--- src/nfc_target_pkg_unused_guard.sv ---
// Holds no code of its own; shared definitions live in the package file.
--- src/nfc_target_pkg.sv ---
// Package with constants and types of the NFC target activation control.
package nfc_target_pkg;

  localparam int CLOCK_MHZ = 200;

  // Response slot timing of a polled passive target, in microseconds scaled by 1000.
  localparam int SLOT_FIRST_NS = 2416000;
  localparam int SLOT_NEXT_NS  = 1208000;
  localparam int SLOT_FIRST_CYC = SLOT_FIRST_NS / 1000 * CLOCK_MHZ;
  localparam int SLOT_NEXT_CYC  = SLOT_NEXT_NS / 1000 * CLOCK_MHZ;

  // Minimum collision avoidance wait of an active target.
  localparam int CA_WAIT_NS  = 1000;
  localparam int CA_WAIT_CYC = (CA_WAIT_NS * CLOCK_MHZ + 999) / 1000;

  localparam int LEVEL_W = 3;

  // Detection level register layout.
  localparam int DET_AUTO_SDD_BIT = 5;

  // Interrupt status register layout.
  localparam int IRQ_COLL_DONE_BIT = 1;
  localparam int IRQ_FIELD_BIT     = 2;
  localparam int IRQ_RX_START_BIT  = 6;

  // Level and oscillator status register layout.
  localparam int OSC_OK_BIT = 6;

  // Target protocol register layout.
  localparam int PROT_FIELD_BIT   = 7;
  localparam int PROT_ACTIVE_BIT  = 5;
  localparam int PROT_TYPEB_BIT   = 4;
  localparam int PROT_CARDEMU_BIT = 3;
  localparam int PROT_RATE_LSB    = 0;

  localparam logic [7:0] RESET_BYTE = 8'h00;

  typedef enum logic [2:0] {
    CMD_NONE,
    CMD_SENS_ALL,
    CMD_POLLING,
    CMD_ATR,
    CMD_TYPEB
  } cmd_t;

  typedef enum logic [1:0] {
    RATE_106,
    RATE_212,
    RATE_424
  } rate_t;

  typedef enum logic [1:0] {
    ST_OFF,
    ST_WAKE,
    ST_WAIT_CMD,
    ST_TARGET
  } state_t;

endpackage

--- src/nfc_target_activation_control.sv ---
// Wake-up, protocol selection and data framing control of the NFC target.
// Behaviour
// - Wake field level is selectable and kept across power down.
// - Field activation powers the device up, then it awaits the first command.
// - First command sets role, rate and type, shown in the protocol register.
// - Hold pin keeps supplies on; both pins low with no field-forced enable means complete power down.
// - Nonzero detection level enables continuous antenna monitoring, even powered down.
// - Field above the level forces the internal chip enable high.
// - Stable oscillator sets its status flag and raises the field-change interrupt.
// - Protocol register top bit always shows the live field detection.
// - First initiator command raises the receive-start interrupt.
// - Host confirms enable between interrupts; internal power-up ends after the second.
// - Request commands give a passive 106 kbps target; rate may change later.
// - With automatic SDD clear, the received command goes to the FIFO.
// - Field loss at any time raises the field-change interrupt; host resets.
// - Passive 106 kbps target enables the carrier clock extractor.
// - Card emulation with request commands emulates a tag; polling gives 212/424.
// - Polling gives a passive 212/424 target; response slots timed 2.416/1.208 ms.
// - ATR first command gives an active target; collision wait ends in interrupt.
// - Type B command with tag emulation selects Type B coding and framing.
// - Received framing, CRC and parity are checked, dropped; payload reaches FIFO.
// - Active transmit encodes FIFO data with all framing added.
// - Passive transmit has no automatic collision avoidance but keeps framing.
// - Type A card emulation may run internal anticollision with a host UID.
`timescale 1ns/1ps
`default_nettype none

module nfc_target_activation_control #(
  parameter int BUF_DEPTH      = 2,
  parameter int SLOT_FIRST_CYC = nfc_target_pkg::SLOT_FIRST_CYC,
  parameter int SLOT_NEXT_CYC  = nfc_target_pkg::SLOT_NEXT_CYC,
  parameter int CA_WAIT_CYC    = nfc_target_pkg::CA_WAIT_CYC
) (
  input  wire logic                 clock,
  input  wire logic                 rst_n,
  input  wire logic                 levelWrite,
  input  wire logic [7:0]           levelWriteValue,
  input  wire logic                 cardEmuOption,
  input  wire logic                 tagEmuOption,
  input  wire logic                 supplyHoldPin,
  input  wire logic                 chipEnablePin,
  input  wire logic [2:0]           rfLevel,
  input  wire logic                 oscStable,
  input  wire logic                 cmdValid,
  input  wire nfc_target_pkg::cmd_t cmdKind,
  input  wire nfc_target_pkg::rate_t cmdRate,
  input  wire logic                 rateChange,
  input  wire nfc_target_pkg::rate_t rateChangeValue,
  input  wire logic                 uidLoaded,
  input  wire logic [7:0]           irqAck,
  input  wire logic                 rxByteValid,
  input  wire logic [7:0]           rxByte,
  input  wire logic                 rxIsPayload,
  input  wire logic                 rxFrameEnd,
  input  wire logic                 rxCheckOk,
  output logic                      rxReady,
  output logic [7:0]                hostData,
  output logic                      hostValid,
  input  wire logic                 hostReady,
  input  wire logic                 txValid,
  input  wire logic [7:0]           txData,
  output logic                      txReady,
  output logic [7:0]                encData,
  output logic                      encValid,
  input  wire logic                 encReady,
  output logic                      encTypeB,
  output nfc_target_pkg::rate_t     encRate,
  output logic                      encAddFraming,
  input  wire logic                 caStart,
  output logic                      carrierOn,
  output logic                      slotTick,
  output logic                      supplyOn,
  output logic                      fullPowerDown,
  output logic                      internalEnable,
  output logic                      rfMeasureEn,
  output logic                      clockExtractorEn,
  output logic                      emulateTag,
  output logic                      autoAnticollEn,
  output logic                      frameError,
  output logic [7:0]                levelOscStatus,
  output logic [7:0]                targetProtocol,
  output logic [7:0]                irqStatus,
  output logic                      irqOut
);
  localparam int PTR_W  = (BUF_DEPTH > 1) ? $clog2(BUF_DEPTH) : 1;
  localparam int CNT_W  = $clog2(BUF_DEPTH + 1);
  localparam int SLOT_W = $clog2(SLOT_FIRST_CYC + 1);
  localparam int CA_W   = $clog2(CA_WAIT_CYC + 1);
  localparam int SYNC_W = 6;
  // Pin and analog inputs all pass a two stage synchroniser.
  // The level bits settle slowly against the clock, so a torn sample lasts one cycle at most.
  logic [SYNC_W-1:0] syncA;
  logic [SYNC_W-1:0] syncB;
  always_ff @(posedge clock) begin
    if (!rst_n) begin
      syncA <= '0;
      syncB <= '0;
    end else begin
      syncA <= {oscStable, chipEnablePin, supplyHoldPin, rfLevel};
      syncB <= syncA;
    end
  end

  wire       holdS  = syncB[3];
  wire       enS    = syncB[4];
  wire       oscS   = syncB[5];
  wire [2:0] levelS = syncB[2:0];
  // Detection level setting; power down never clears it.
  logic [2:0] detLevel;
  logic       autoSdd;
  always_ff @(posedge clock) begin
    if (!rst_n) begin
      detLevel <= '0;
      autoSdd  <= 1'b0;
    end else if (levelWrite) begin
      detLevel <= levelWriteValue[nfc_target_pkg::LEVEL_W-1:0];
      autoSdd  <= levelWriteValue[nfc_target_pkg::DET_AUTO_SDD_BIT];
    end
  end

  // Monitoring runs whenever the level is nonzero, independent of power state.
  wire measureOn   = (detLevel != 3'h0);
  wire fieldAbove  = measureOn && (levelS > detLevel);
  nfc_target_pkg::state_t state;
  nfc_target_pkg::state_t next_state;
  logic                   fieldFlag;
  logic                   isActive;
  logic                   isTypeB;
  logic                   isCardEmu;
  nfc_target_pkg::rate_t  rate;
  nfc_target_pkg::cmd_t   firstCmd;
  wire inWait     = (state == nfc_target_pkg::ST_WAIT_CMD);
  wire inTarget   = (state == nfc_target_pkg::ST_TARGET);
  wire forceEn    = (state == nfc_target_pkg::ST_WAKE) || inWait;
  wire fieldLost  = fieldFlag && !fieldAbove && (state != nfc_target_pkg::ST_OFF);
  wire oscReady   = (state == nfc_target_pkg::ST_WAKE) && oscS;
  wire firstTaken = inWait && cmdValid;
  wire isPassive  = inTarget && !isActive;
  always_comb begin
    next_state = state;
    case (state)
      nfc_target_pkg::ST_OFF: begin
        if (fieldAbove) begin
          next_state = nfc_target_pkg::ST_WAKE;
        end
      end
      nfc_target_pkg::ST_WAKE: begin
        if (oscS) begin
          next_state = nfc_target_pkg::ST_WAIT_CMD;
        end
      end
      nfc_target_pkg::ST_WAIT_CMD: begin
        if (cmdValid) begin
          next_state = nfc_target_pkg::ST_TARGET;
        end
      end
      nfc_target_pkg::ST_TARGET: begin
        next_state = nfc_target_pkg::ST_TARGET;
      end
      default: begin
        next_state = nfc_target_pkg::ST_OFF;
      end
    endcase
    if (fieldLost) begin
      next_state = nfc_target_pkg::ST_OFF;
    end
  end

  always_ff @(posedge clock) begin
    if (!rst_n) begin
      state     <= nfc_target_pkg::ST_OFF;
      fieldFlag <= 1'b0;
    end else begin
      state     <= next_state;
      fieldFlag <= fieldAbove;
    end
  end

  // Role and coding come from the first command only; rate too, except later rate changes of a passive request target.
  wire reqCmd   = (cmdKind == nfc_target_pkg::CMD_SENS_ALL);
  wire pollCmd  = (cmdKind == nfc_target_pkg::CMD_POLLING);
  wire pollRate = (cmdRate == nfc_target_pkg::RATE_424);
  wire rateEdit = isPassive && (firstCmd == nfc_target_pkg::CMD_SENS_ALL) && rateChange;
  always_ff @(posedge clock) begin
    if (!rst_n) begin
      isActive  <= 1'b0;
      isTypeB   <= 1'b0;
      isCardEmu <= 1'b0;
      rate      <= nfc_target_pkg::RATE_106;
      firstCmd  <= nfc_target_pkg::CMD_NONE;
    end else if (firstTaken) begin
      firstCmd  <= cmdKind;
      isActive  <= (cmdKind == nfc_target_pkg::CMD_ATR);
      isTypeB   <= (cmdKind == nfc_target_pkg::CMD_TYPEB) && tagEmuOption;
      isCardEmu <= cardEmuOption && (reqCmd || pollCmd);
      if (reqCmd) begin
        rate <= nfc_target_pkg::RATE_106;
      end else if (pollCmd) begin
        rate <= pollRate ? nfc_target_pkg::RATE_424 : nfc_target_pkg::RATE_212;
      end else begin
        rate <= cmdRate;
      end
    end else if (rateEdit) begin
      rate <= rateChangeValue;
    end else if (state == nfc_target_pkg::ST_OFF) begin
      firstCmd <= nfc_target_pkg::CMD_NONE;
    end
  end

  assign targetProtocol = {fieldFlag, 1'b0, isActive, isTypeB, isCardEmu, 1'b0, rate};
  // Status and interrupt flags; a new event wins over an acknowledge in the same cycle.
  logic       oscOk;
  logic [2:0] levelReg;
  logic       caDone;
  logic [7:0] irqSet;
  always_comb begin
    irqSet = 8'h00;
    irqSet[nfc_target_pkg::IRQ_FIELD_BIT]     = oscReady || fieldLost;
    irqSet[nfc_target_pkg::IRQ_RX_START_BIT]  = firstTaken;
    irqSet[nfc_target_pkg::IRQ_COLL_DONE_BIT] = caDone;
  end

  always_ff @(posedge clock) begin
    if (!rst_n) begin
      oscOk     <= 1'b0;
      levelReg  <= '0;
      irqStatus <= nfc_target_pkg::RESET_BYTE;
    end else begin
      oscOk     <= oscS;
      levelReg  <= levelS;
      irqStatus <= (irqStatus & ~irqAck) | irqSet;
    end
  end

  assign levelOscStatus = {1'b0, oscOk, 3'b000, levelReg};
  assign irqOut         = (irqStatus != 8'h00);
  // Power control, then clock extractor, tag emulation and anticollision enables.
  assign internalEnable = forceEn || enS;
  assign supplyOn       = holdS || internalEnable;
  assign fullPowerDown  = !holdS && !internalEnable;
  assign rfMeasureEn    = measureOn;
  assign clockExtractorEn = isPassive && (rate == nfc_target_pkg::RATE_106);
  assign emulateTag       = inTarget && isCardEmu;
  assign autoAnticollEn   = emulateTag && !isTypeB && autoSdd && uidLoaded
                            && (firstCmd == nfc_target_pkg::CMD_SENS_ALL);
  // Receive path: only payload bytes enter the buffer, framing is dropped.
  // While the first command arrives the bytes reach the host only if it runs SDD itself.
  wire rxForward = rxByteValid && rxIsPayload && (inTarget || (inWait && !autoSdd));
  logic [7:0]       mem [BUF_DEPTH];
  logic [PTR_W-1:0] wrPtr;
  logic [PTR_W-1:0] rdPtr;
  logic [CNT_W-1:0] count;
  wire bufFull  = (count == CNT_W'(BUF_DEPTH));
  wire push     = rxForward && !bufFull;
  wire pop      = hostValid && hostReady;
  wire wrLast   = (wrPtr == PTR_W'(BUF_DEPTH - 1));
  wire rdLast   = (rdPtr == PTR_W'(BUF_DEPTH - 1));
  assign rxReady   = !bufFull;
  assign hostValid = (count != '0);
  assign hostData  = mem[rdPtr];
  genvar g;
  generate
    for (g = 0; g < BUF_DEPTH; g++) begin : gEntry
      always_ff @(posedge clock) begin
        if (!rst_n) begin
          mem[g] <= nfc_target_pkg::RESET_BYTE;
        end else if (push && (wrPtr == PTR_W'(g))) begin
          mem[g] <= rxByte;
        end
      end
    end
  endgenerate
  always_ff @(posedge clock) begin
    if (!rst_n) begin
      wrPtr      <= '0;
      rdPtr      <= '0;
      count      <= '0;
      frameError <= 1'b0;
    end else begin
      if (push) begin
        wrPtr <= wrLast ? '0 : wrPtr + PTR_W'(1);
      end
      if (pop) begin
        rdPtr <= rdLast ? '0 : rdPtr + PTR_W'(1);
      end
      count      <= count + CNT_W'(push) - CNT_W'(pop);
      frameError <= rxByteValid && rxFrameEnd && !rxCheckOk;
    end
  end

  // Transmit path: one register stage towards the encoder, framing always added.
  assign txReady = inTarget && (!encValid || encReady);
  always_ff @(posedge clock) begin
    if (!rst_n) begin
      encData  <= nfc_target_pkg::RESET_BYTE;
      encValid <= 1'b0;
    end else if (!encValid || encReady) begin
      encValid <= txValid && inTarget;
      encData  <= txData;
    end
  end

  assign encTypeB      = isTypeB;
  assign encRate       = rate;
  assign encAddFraming = inTarget;
  // Collision avoidance timing exists only for the active target.
  logic [CA_W-1:0] caCnt;
  wire caGo = caStart && inTarget && isActive && !carrierOn;
  always_ff @(posedge clock) begin
    if (!rst_n) begin
      carrierOn <= 1'b0;
      caCnt     <= '0;
      caDone    <= 1'b0;
    end else begin
      caDone <= 1'b0;
      if (!inTarget) begin
        carrierOn <= 1'b0;
        caCnt     <= '0;
      end else if (caGo) begin
        carrierOn <= 1'b1;
        caCnt     <= CA_W'(CA_WAIT_CYC - 1);
      end else if (carrierOn && caCnt != '0) begin
        caCnt <= caCnt - CA_W'(1);
        caDone <= (caCnt == CA_W'(1));
      end
    end
  end

  // Slot grid for the polling response; the host picks which tick it answers on.
  logic [SLOT_W-1:0] slotCnt;
  logic              slotRun;
  wire               pollStart = firstTaken && pollCmd;
  always_ff @(posedge clock) begin
    if (!rst_n) begin
      slotRun  <= 1'b0;
      slotCnt  <= '0;
      slotTick <= 1'b0;
    end else begin
      slotTick <= 1'b0;
      if (pollStart) begin
        slotRun <= 1'b1;
        slotCnt <= SLOT_W'(SLOT_FIRST_CYC - 1);
      end else if (!inTarget) begin
        slotRun <= 1'b0;
      end else if (slotRun && slotCnt == '0) begin
        slotTick <= 1'b1;
        slotCnt  <= SLOT_W'(SLOT_NEXT_CYC - 1);
      end else if (slotRun) begin
        slotCnt <= slotCnt - SLOT_W'(1);
      end
    end
  end
endmodule

`default_nettype wire

--- config.mk ---
export PLATFORM = sky130hd
export DESIGN_NAME = nfc_target_activation_control
export DESIGN_NICKNAME = d
export VERILOG_FILES = /design/src/nfc_target_pkg_unused_guard.sv /design/src/nfc_target_pkg.sv /design/src/nfc_target_activation_control.sv
export SDC_FILE = /design/constraint.sdc
export NUM_CORES = 1
export LEC_CHECK = 0
export BUFFER_PORTS_ARGS = -buffer_cell sky130_fd_sc_hd__buf_4
export CORE_UTILIZATION = 59
export CTS_BUF_LIST = sky130_fd_sc_hd__clkbuf_8
export CTS_CLUSTER_SIZE = 28
export DETAILED_ROUTE_END_ITERATION = 7
export PLACE_DENSITY = 0.88
export SYNTH_ARGS = -nofsm -noshare
export SYNTH_HDL_FRONTEND = slang
export SYNTH_SLANG_ARGS = --single-unit
--- constraint.sdc ---
create_clock -name clock -period 4.35 [get_ports clock]
set_input_delay 0.2175 -clock clock [delete_from_list [all_inputs] [get_ports clock]]
set_output_delay 0.2175 -clock clock [all_outputs]
set_load 0.01 [all_outputs]
* Word level (Yosys, flattened, before mapping)
Memory sizes are Yosys's and may differ from the RTL's. A register that Yosys moved wholly into a read port is not among the register bits. Cells that the tools add are included. Widths: inputs -> output; s select.
Word-level totals: bits of input ports 61, memories 1, register bits 84, RAM bits 16, word-level logic and storage cells 170, output and inout bits 59
Memories:
- mem | depth 2, bits a word 8, read ports 1, clocked after Yosys merged registers in 1, wr ports 2, RTL line nfc_target_activation_control.sv:249 | logic [7:0] mem [BUF_DEPTH];
Operators by class: mux-type cells 34, bitwise operators 9, add/sub/neg operators 6, equality and inequality tests 16, reductions and logical operators 75, $lt $le $gt $ge 1
Operator list (count):
- $mux 19 | 4
- $logic_and 1x1->1 | 34
- $mux 8 | 4
- $logic_not 19->1 | 1
- $sub 19x1->19 const B | 1
- $mux 2 | 8
- $reduce_bool 8->1 | 2
- $mux 1 | 14
- $reduce_bool 2->1 | 7
- $logic_not 1->1 | 10
- $mux 3 | 3
- $and 8x8->8 | 1
- $eq 2x2->1 const B | 4
- $eq 8x1->1 const B | 1
- $ne 2x2->1 const B | 4
- $not 8->8 | 1
- $or 8x7->8 | 1
- $pmux 2 s4 | 1
- $reduce_and 2->1 | 4
- $sub 8x1->8 const B | 1
- $logic_or 1x1->1 | 7
- $eq 3x1->1 const B | 2
- $eq 3x2->1 const B | 2
- $reduce_bool 3->1 | 2
- other kinds (14) | 22

* Longest topological paths before layout
Gate-level depths: netlist (run 1).
word-level depth 10, gate-level depth with buffers 10, gate-level depth less buffers 10

* Worst setup path before layout (run 1)
No wires, ideal clock.
path kind register to register, start reg state[0], end mem mem[0][0], enable pin, cell stages (with the launch flop) 5, path slack 2.152 ns, data arrival time 1.814 ns, library setup time 0.384 ns, data required time 3.966 ns, period minus slack after synthesis 2.198 ns, path buffers 1, path through dfxtp_1 ha_1 clkbuf_1 o2111ai_1 o21ai_0
RTL lines:
- start, declared | RTL line nfc_target_activation_control.sv:124 | nfc_target_pkg::state_t state;
- start signal, assigned | RTL line nfc_target_activation_control.sv:171 | state <= nfc_target_pkg::ST_OFF;
- start signal, assigned | RTL line nfc_target_activation_control.sv:174 | state <= next_state;
- end, declared | RTL line nfc_target_activation_control.sv:249

==> key figures, run 1 <==
Outcome
  – Outcome: completed

STA
  – Minimum clock period after layout: roughly 2.6 ns
  – Fin. Hold Viols: 0
  – FMAX: about 0.38 GHz
  – Period utilisation layout: a little over 60%
  – Setup WS post-layout: roughly 1.7 ns
  – Fin Clk Skew: 0.0123 ns
  – RSZ-0062 raised after global routing: no
  – Slew headroom: between 20 and 25%
  – Final Slew Violations: 0
  – Final setup viols: 0
  – Worst-margin pin slew: approximately 1.2 ns
  – Setup Total Neg Slack: 0 ns

Pwr
  – Pleak: 2.38 nW
  – Peak VDD IR: 0.000348 V
  – Power Density: around 370 nW/um^2

GRT
  – Global route overflow: 0
  – Vias in the first global route: around 3700
  – Antenna violations before repair: 0
  – Largest net degree at the start of global routing: 50
  – First-pass GRT wire length: approximately 17 mm
  – Total GRT Usage: a little over a quarter

Clocking
  – Reg clk slew, reported paths: approximately 0.090 ns
  – Clock Path Buffers: 2
  – H-tree levels: 3
  – Root buf cell: clkbuf_8
  – CTS Buf Count: 9
  – Worst skew pair latency: roughly 0.36 ns
  – CTS sink count: ~100
  – CTS tree: done

Worst setup path
  – CP cell instances: ha_1 -> o2111ai_1 -> o21ai_0
  – Worst path slowest cell: o21ai_0
  – Arrival @ worst endpoint: 2.62 ns
  – CP delay by family, top: compound AO/OA/AOI/OAI gates
  – Critical path startpoint category: flip-flop
  – CP bufs+invs: 0
  – Critical path type: reg2reg
  – CP endpoint kind: flip-flop
  – R2R Setup Slk: 1.71 ns
  – Worst Path Required: about 4.3 ns
  – Crit-path max FO: 13
  – CP peak stage delay: 1.00 ns

Placed design
  – DP HPWL: about 7.6 mm
  – Port bufs: 109
  – Routability cong.: a little under 0.9
  – Setup WS pre-CTS: 1.71 ns

Detailed routing
  – DR vias/cell: ~5.7
  – Vias: ~3900
  – Iter 0 DRT Violations: 439
  – Post-route ant nets: 0
  – First-pass iteration count of the detailed router: 5
  – Routed len/inst: approximately 15 microns
  – Drt drc: 0
  – Routed Wire Length: between 10 and 15 mm

Floorplan
  – Die H: between 90 and 100 microns
  – I/O pin cnt: 120
  – Initial Util: 62.4%
  – Die X: between 90 and 100 microns
  – DIE AREA: roughly 8200 sq um
  – Core Area: 7410 sq um
  – Placement Rows: 31

Cells and area
  – Area Growth Syn to Fin: 20.4%
  – Storage cell area: ~2200 sq um
  – Layout cells sized above 1: about 24%
  – Area of the multi-input gates: 2190 sq um
  – Antenna cells: 0
  – Fillers: between 500 and 600
  – Nets: around 660

Yosys
  – Library cells used by synthesis: 58
  – Sequential fraction of the synthesis area: 47.2%
  – Post-synth EDFFs: 16
  – Ys flop type: dfxtp_1
  – Async S/R FF share, synth: 0%
  – Avg Inst Size Synth: 9.34 sq um
  – Yosys reg bits: 101
  – Post-Syn Area: about 4600 sq um
  – Synth Instances: between 400 and 500
  – Synth Warn #: 0

Worst hold path
  – Worst min path class: in2reg

Run
  – Max-capacitance violation count: 0
cell usage in the layout (no fill, tap or decap), types with 8 or more instances in the layout:
cell type | Yosys | layout
nor2_1 | 32 | 32
and2_1 | 40 | 40
o21ai_0 | 16 | 16
ha_1 | 15 | 15
mux2i_1 | 9 | 9
nand2_1 | 39 | 39
inv_1 | 18 | 20
buf_4 | 13 | 110
edfxtp_1 | 16 | 16
clkbuf_8 | 0 | 10
a21oi_1 | 39 | 39
mux2_2 | 8 | 8
nand3_1 | 10 | 10
nand2b_1 | 9 | 9
nor3_1 | 16 | 16
nor4_1 | 8 | 8
dfxtp_1 | 85 | 85
power breakdown:
| group | switching [mW] | total (mW) | internal (mW) |
|---|---|---|---|
| clock network | 0.304 | 0.521 | 0.218 |
| logic | 0.245 | 0.480 | 0.235 |
| registers | 0.0448 | 1.05 | 1.01 |
| total | 0.594 | 2.05 | 1.46 |
logic make-up (layout without fill, tap and decap cells):
family / count (synthesis) / in the layout / synth area share [%]
simple gates: 203 / 203 / 24.7
fa+ha+maj: 15 / 15 / 4.06
xor+xnor: 12 / 12 / 2.27
other cells: 1 / 6 / 0.0811
buf+inv: 55 / 145 / 5.87
flops: 101 / 101 / 47.2
compound gates: 91 / 91 / 11.9
mux: 17 / 17 / 3.90
timing repair:
item	4_1_cts	5_1_grt
endpoints found under the hold margin	1	0
resized for setup	0	0
hold buffers	1	0
buffers inserted	0	0
worst reg2reg max path: stages, from the launching register on:
cell       delay (ns)
dfxtp_1          0.41
ha_1             0.49
o2111ai_1        0.37
o21ai_0          1.00
cells in the mapped netlist (6+ instances only):
cell type | number | share of area, %
dfxtp_1 | 85 | 37
and2_1 | 40 | 5.4
a21oi_1 | 39 | 4.2
nand2_1 | 39 | 3.2
nor2_1 | 32 | 2.6
inv_1 | 18 | 1.5
edfxtp_1 | 16 | 10
nor3_1 | 16 | 1.7
o21ai_0 | 16 | 1.7
ha_1 | 15 | 4.1
clkbuf_1 | 14 | 1.1
buf_4 | 13 | 2.1
nand3_1 | 10 | 1.1
mux2i_1 | 9 | 1.9
nand2b_1 | 9 | 1.2
mux2_2 | 8 | 1.9
nor4_1 | 8 | 1.1
buf_1 | 7 | 0.57
a31oi_1 | 6 | 0.81
nor3b_1 | 6 | 0.97
or3_1 | 6 | 0.81
xnor2_1 | 6 | 1.1
xor2_1 | 6 | 1.1
stage by stage:
step / instance area, sq um / total power, mW / hold WS, ns / util (%) / instances
6_report: 5570 / 2.05 / 0.00686 / 75.2 / 689
5_1_grt: 5570 / 2.15 / 0.00499 / 75.2 / 689
4_1_cts: 5570 / 2.06 / 0.000327 / 75.2 / 689
3_5_place_dp: 5390 / 1.54 / 0.382 / 72.8 / 672
3_3_place_gp: 5390 / 1.52 / 0.378 / 72.8 / 672
2_1_floorplan: 4640 / 1.36 / 0.294 / - / 500
worst paths after layout:
kind / to / depth (start not counted) / start
max reg2reg: mem[1][2] / 3 / state[0]
min reg2reg: syncB[2] / 1 / syncA[2]
min: irqStatus[7] / 2 / irqAck[7]
max: mem[1][2] / 3 / state[0]
area by class of cell:
type / instances / share of cell area, %
clock buffer: 10 / 2.47
clock inverter: 6 / 0.584
inverter: 18 / 1.21
multi-input combinational: 344 / 39.3
sequential: 101 / 39.2
tap: 99 / 2.22
timing repair buffer: 111 / 15.0
sequential cells by signal (all words and copies together) (netlist names), 2 cells and up, named ones only:
| signal | flops |
|---|---|
| count | 2 |
| state | 2 |
| syncA | 6 |
| slotCnt | 19 |
| mem | 16 |
| irqStatus | 8 |
| encRate | 2 |
| syncB | 6 |
| firstCmd | 3 |
| detLevel | 3 |
| encData | 8 |
| levelReg | 3 |
| caCnt | 8 |
per-layer routing:
layer / GRT usage, % / vias up / wire, microns
met2: 43.8 / 181 / 5150
met3: 4.12 / 38 / 656
met4: 14.0 / 0 / 375
li1: - / 1894 / -
met5: 0 / - / 0
met1: 32.5 / 1805 / 4300
Note: power is estimated with default switching activity, not from simulation.
==> inputs of run 2 (changes only) <==
--- a/config.mk
+++ b/config.mk
@@ -6,11 +6,11 @@
 export NUM_CORES = 1
 export LEC_CHECK = 0
 export BUFFER_PORTS_ARGS = -buffer_cell sky130_fd_sc_hd__buf_4
-export CORE_UTILIZATION = 59
+export CORE_UTILIZATION = 55
 export CTS_BUF_LIST = sky130_fd_sc_hd__clkbuf_8
 export CTS_CLUSTER_SIZE = 28
 export DETAILED_ROUTE_END_ITERATION = 7
-export PLACE_DENSITY = 0.88
+export PLACE_DENSITY = 0.83
 export SYNTH_ARGS = -nofsm -noshare
 export SYNTH_HDL_FRONTEND = slang
 export SYNTH_SLANG_ARGS = --single-unit
==> constraint.sdc (replaced) <==
create_clock -name clock -period 2.75 [get_ports clock]
set_input_delay 0.1375 -clock clock [delete_from_list [all_inputs] [get_ports clock]]
set_output_delay 0.1375 -clock clock [all_outputs]
set_load 0.01 [all_outputs]
==> run 2 against run 1 <==
  * Via count grew 0.79%
  * Clock skew grew 0.0017 ns
  * Total power grew 63%
  * Clock-buffer cell count shrank 1
  * Utilization shrank 5.0 points
  * Maximum frequency grew 6.6%
  * Largest power group unchanged
==> key figures, run 2 (same netlist as run 1, synthesis figures left out) <==
Outcome
  – Outcome: completed

Worst setup path
  – CP endpoint kind: flip-flop
  – Crit-path max FO: 6
  – Critical path type: reg2reg
  – Worst path slowest cell: o2111ai_1
  – Most used cell, CP: ha_1
  – Critical path startpoint category: flip-flop
  – Worst Path Required: between 2 and 3 ns
  – Arrival @ worst endpoint: around 2.7 ns
  – CP peak stage delay: roughly 0.47 ns
  – CP cell instances: inv_1 -> ha_1 -> nor2b_1 -> o2111ai_1 -> ha_1 -> inv_1 -> ha_1 -> xor2_1 -> xnor2_1 -> nor2_1

Pwr
  – Clock power frac: between 20% and 30%
  – Pleak: 2.45 nW
  – Power Density: a little under 600 nW/um^2
  – Sequential share of power: about half
  – Combinational share of power: 23.3%
  – Switch share: a little over 30%
  – Power, Total: between 3 and 4 mW
  – Peak VDD IR: around 0.00046 V
  – Internal Pwr Total: between 2 and 2.5 mW
  – Sw Pwr: just over 1 mW

Detailed routing
  – Routed len/inst: ~15 microns
  – Iter 0 DRT Violations: approximately 330
  – DR vias/cell: between 5 and 6
  – Vias: roughly 3900
  – First-pass iteration count of the detailed router: 5
  – Post-route ant nets: 0
  – Routed Wire Length: between 10 and 15 mm
  – Drt drc: 0

Floorplan
  – Core Area: 8180 sq um
  – DIE AREA: between 8000 and 9000 sq um
  – Die X: between 90 and 100 microns
  – Initial Util: between 50% and 60%
  – Placement Rows: 33
  – I/O pin cnt: 120
  – Die H: 93.7 microns

Clocking
  – CTS Buf Count: 9
  – Clock Path Buffers: 2
  – Worst skew pair latency: approximately 0.37 ns
  – H-tree levels: 3
  – Reg clk slew, reported paths: ~0.11 ns
  – Root buf cell: clkbuf_8
  – CTS tree: done
  – CTS sink count: about 100

Cells and area
  – Storage cell area: about 2200 sq um
  – Most frequent cells in the layout: 114 x buf_4, 85 x dfxtp_1, 40 x and2_1
  – Most flops, register: slotCnt
  – Leading cell type in the layout, fill and taps excluded: buf_4
  – Fillers: around 600
  – Area Growth Syn to Fin: 24.0%
  – Layout cells sized above 1: approximately a quarter
  – Finished Cell Area: approximately 5700 sq um
  – Area of the multi-input gates: between 2000 and 2500 sq um
  – Biggest regs: slotCnt (19), mem (16)
  – Antenna cells: 0
  – Number of flip-flops in the largest register: 19
  – Nets: just under 700

STA
  – Fin Hold WS: about 0.0057 ns
  – Fin. Hold Viols: 0
  – Fin Clk Skew: approximately 0.014 ns
  – Final Slew Violations: 0
  – Minimum clock period after layout: 2.48 ns
  – RSZ-0062 raised after global routing: no
  – Period utilisation layout: approximately 90%
  – Setup Total Neg Slack: 0 ns
  – FMAX: 0.404 GHz
  – Worst-margin pin slew: roughly 1.0 ns
  – Slew headroom: between 20 and 30%
  – Final setup viols: 0

GRT
  – Antenna violations before repair: 0
  – First-pass GRT wire length: about 17 mm
  – Vias in the first global route: about 3800
  – Largest net degree at the start of global routing: 50
  – Global route overflow: 0
  – Total GRT Usage: roughly 25%

Placed design
  – Post-Place Cell Area: roughly 5400 sq um
  – DP HPWL: around 7.4 mm
  – Routability cong.: 0.870
  – Port bufs: ~110

Run
  – Max-capacitance violation count: 0

Worst hold path
  – Worst min path class: in2reg
-- run 2: stage by stage --
step / setup WS (ns) / std cells / util [%]
2_1_floorplan: 0.552 / 500 / -
3_3_place_gp: 0.399 / 682 / 66.4
3_5_place_dp: 0.192 / 682 / 66.4
4_1_cts: 0.193 / 710 / 70.1
5_1_grt: 0.0359 / 710 / 70.1
6_report: 0.272 / 710 / 70.1
-- run 2: layer usage --
metal | vias to the layer above | wire length [microns] | global-route usage, %
met1 | 1836 | 4360 | 30.2
met2 | 157 | 5270 | 42.9
li1 | 1926 | - | -
met5 | - | 0 | 0
met4 | 0 | 312 | 12.3
met3 | 30 | 659 | 3.80
-- run 2: final timing paths --
path           endpoint      start  cells past startpoint  slack (ns)
max            count[1]   state[0]                     10        0.27
min reg2reg    syncB[4]   syncA[4]                      1        0.44
min          encData[3]  txData[3]                      3       0.006
max reg2reg    count[1]   state[0]                     10        0.27
-- run 2: area by class of cell --
class	count	share of cell area (%)
clock inverters	7	1.09
well taps	105	2.29
clock buffers	9	2.16
multi-input cells	344	38.2
flip-flops and latches	101	38.1
inverters	18	1.18
repair buffers	126	17.0
-- run 2: power by group through the flow --
stage | sequential [mW] | clock (mW) | combinational, mW
final | 1.66 | 0.901 | 0.777
after global routing | 1.67 | 0.970 | 0.851
after floorplan | 1.68 | 0 | 0.474
after CTS | 1.66 | 0.917 | 0.778
after detailed placement | 1.69 | 0 | 0.754
after global placement | 1.69 | 0 | 0.735
-- run 2: worst max-delay path: cells and delay by family (launching register included) --
kind | cells | cell delay (ns)
AO/OA/AOI/OAI | 1 | 0.47
buffers and inverters | 2 | 0.18
adder cells (fa/ha/maj) | 3 | 0.75
XOR/XNOR | 2 | 0.35
AND/OR/NAND/NOR | 2 | 0.21
flip-flops | 1 | 0.41
-- run 2: repair_timing --
action                     4_1_cts  5_1_grt
hold buffers                    12        0
gates resized for setup          0        1
setup endpoints to repair        0        2
hold endpoints to repair        12        0
buffers inserted                 0        0
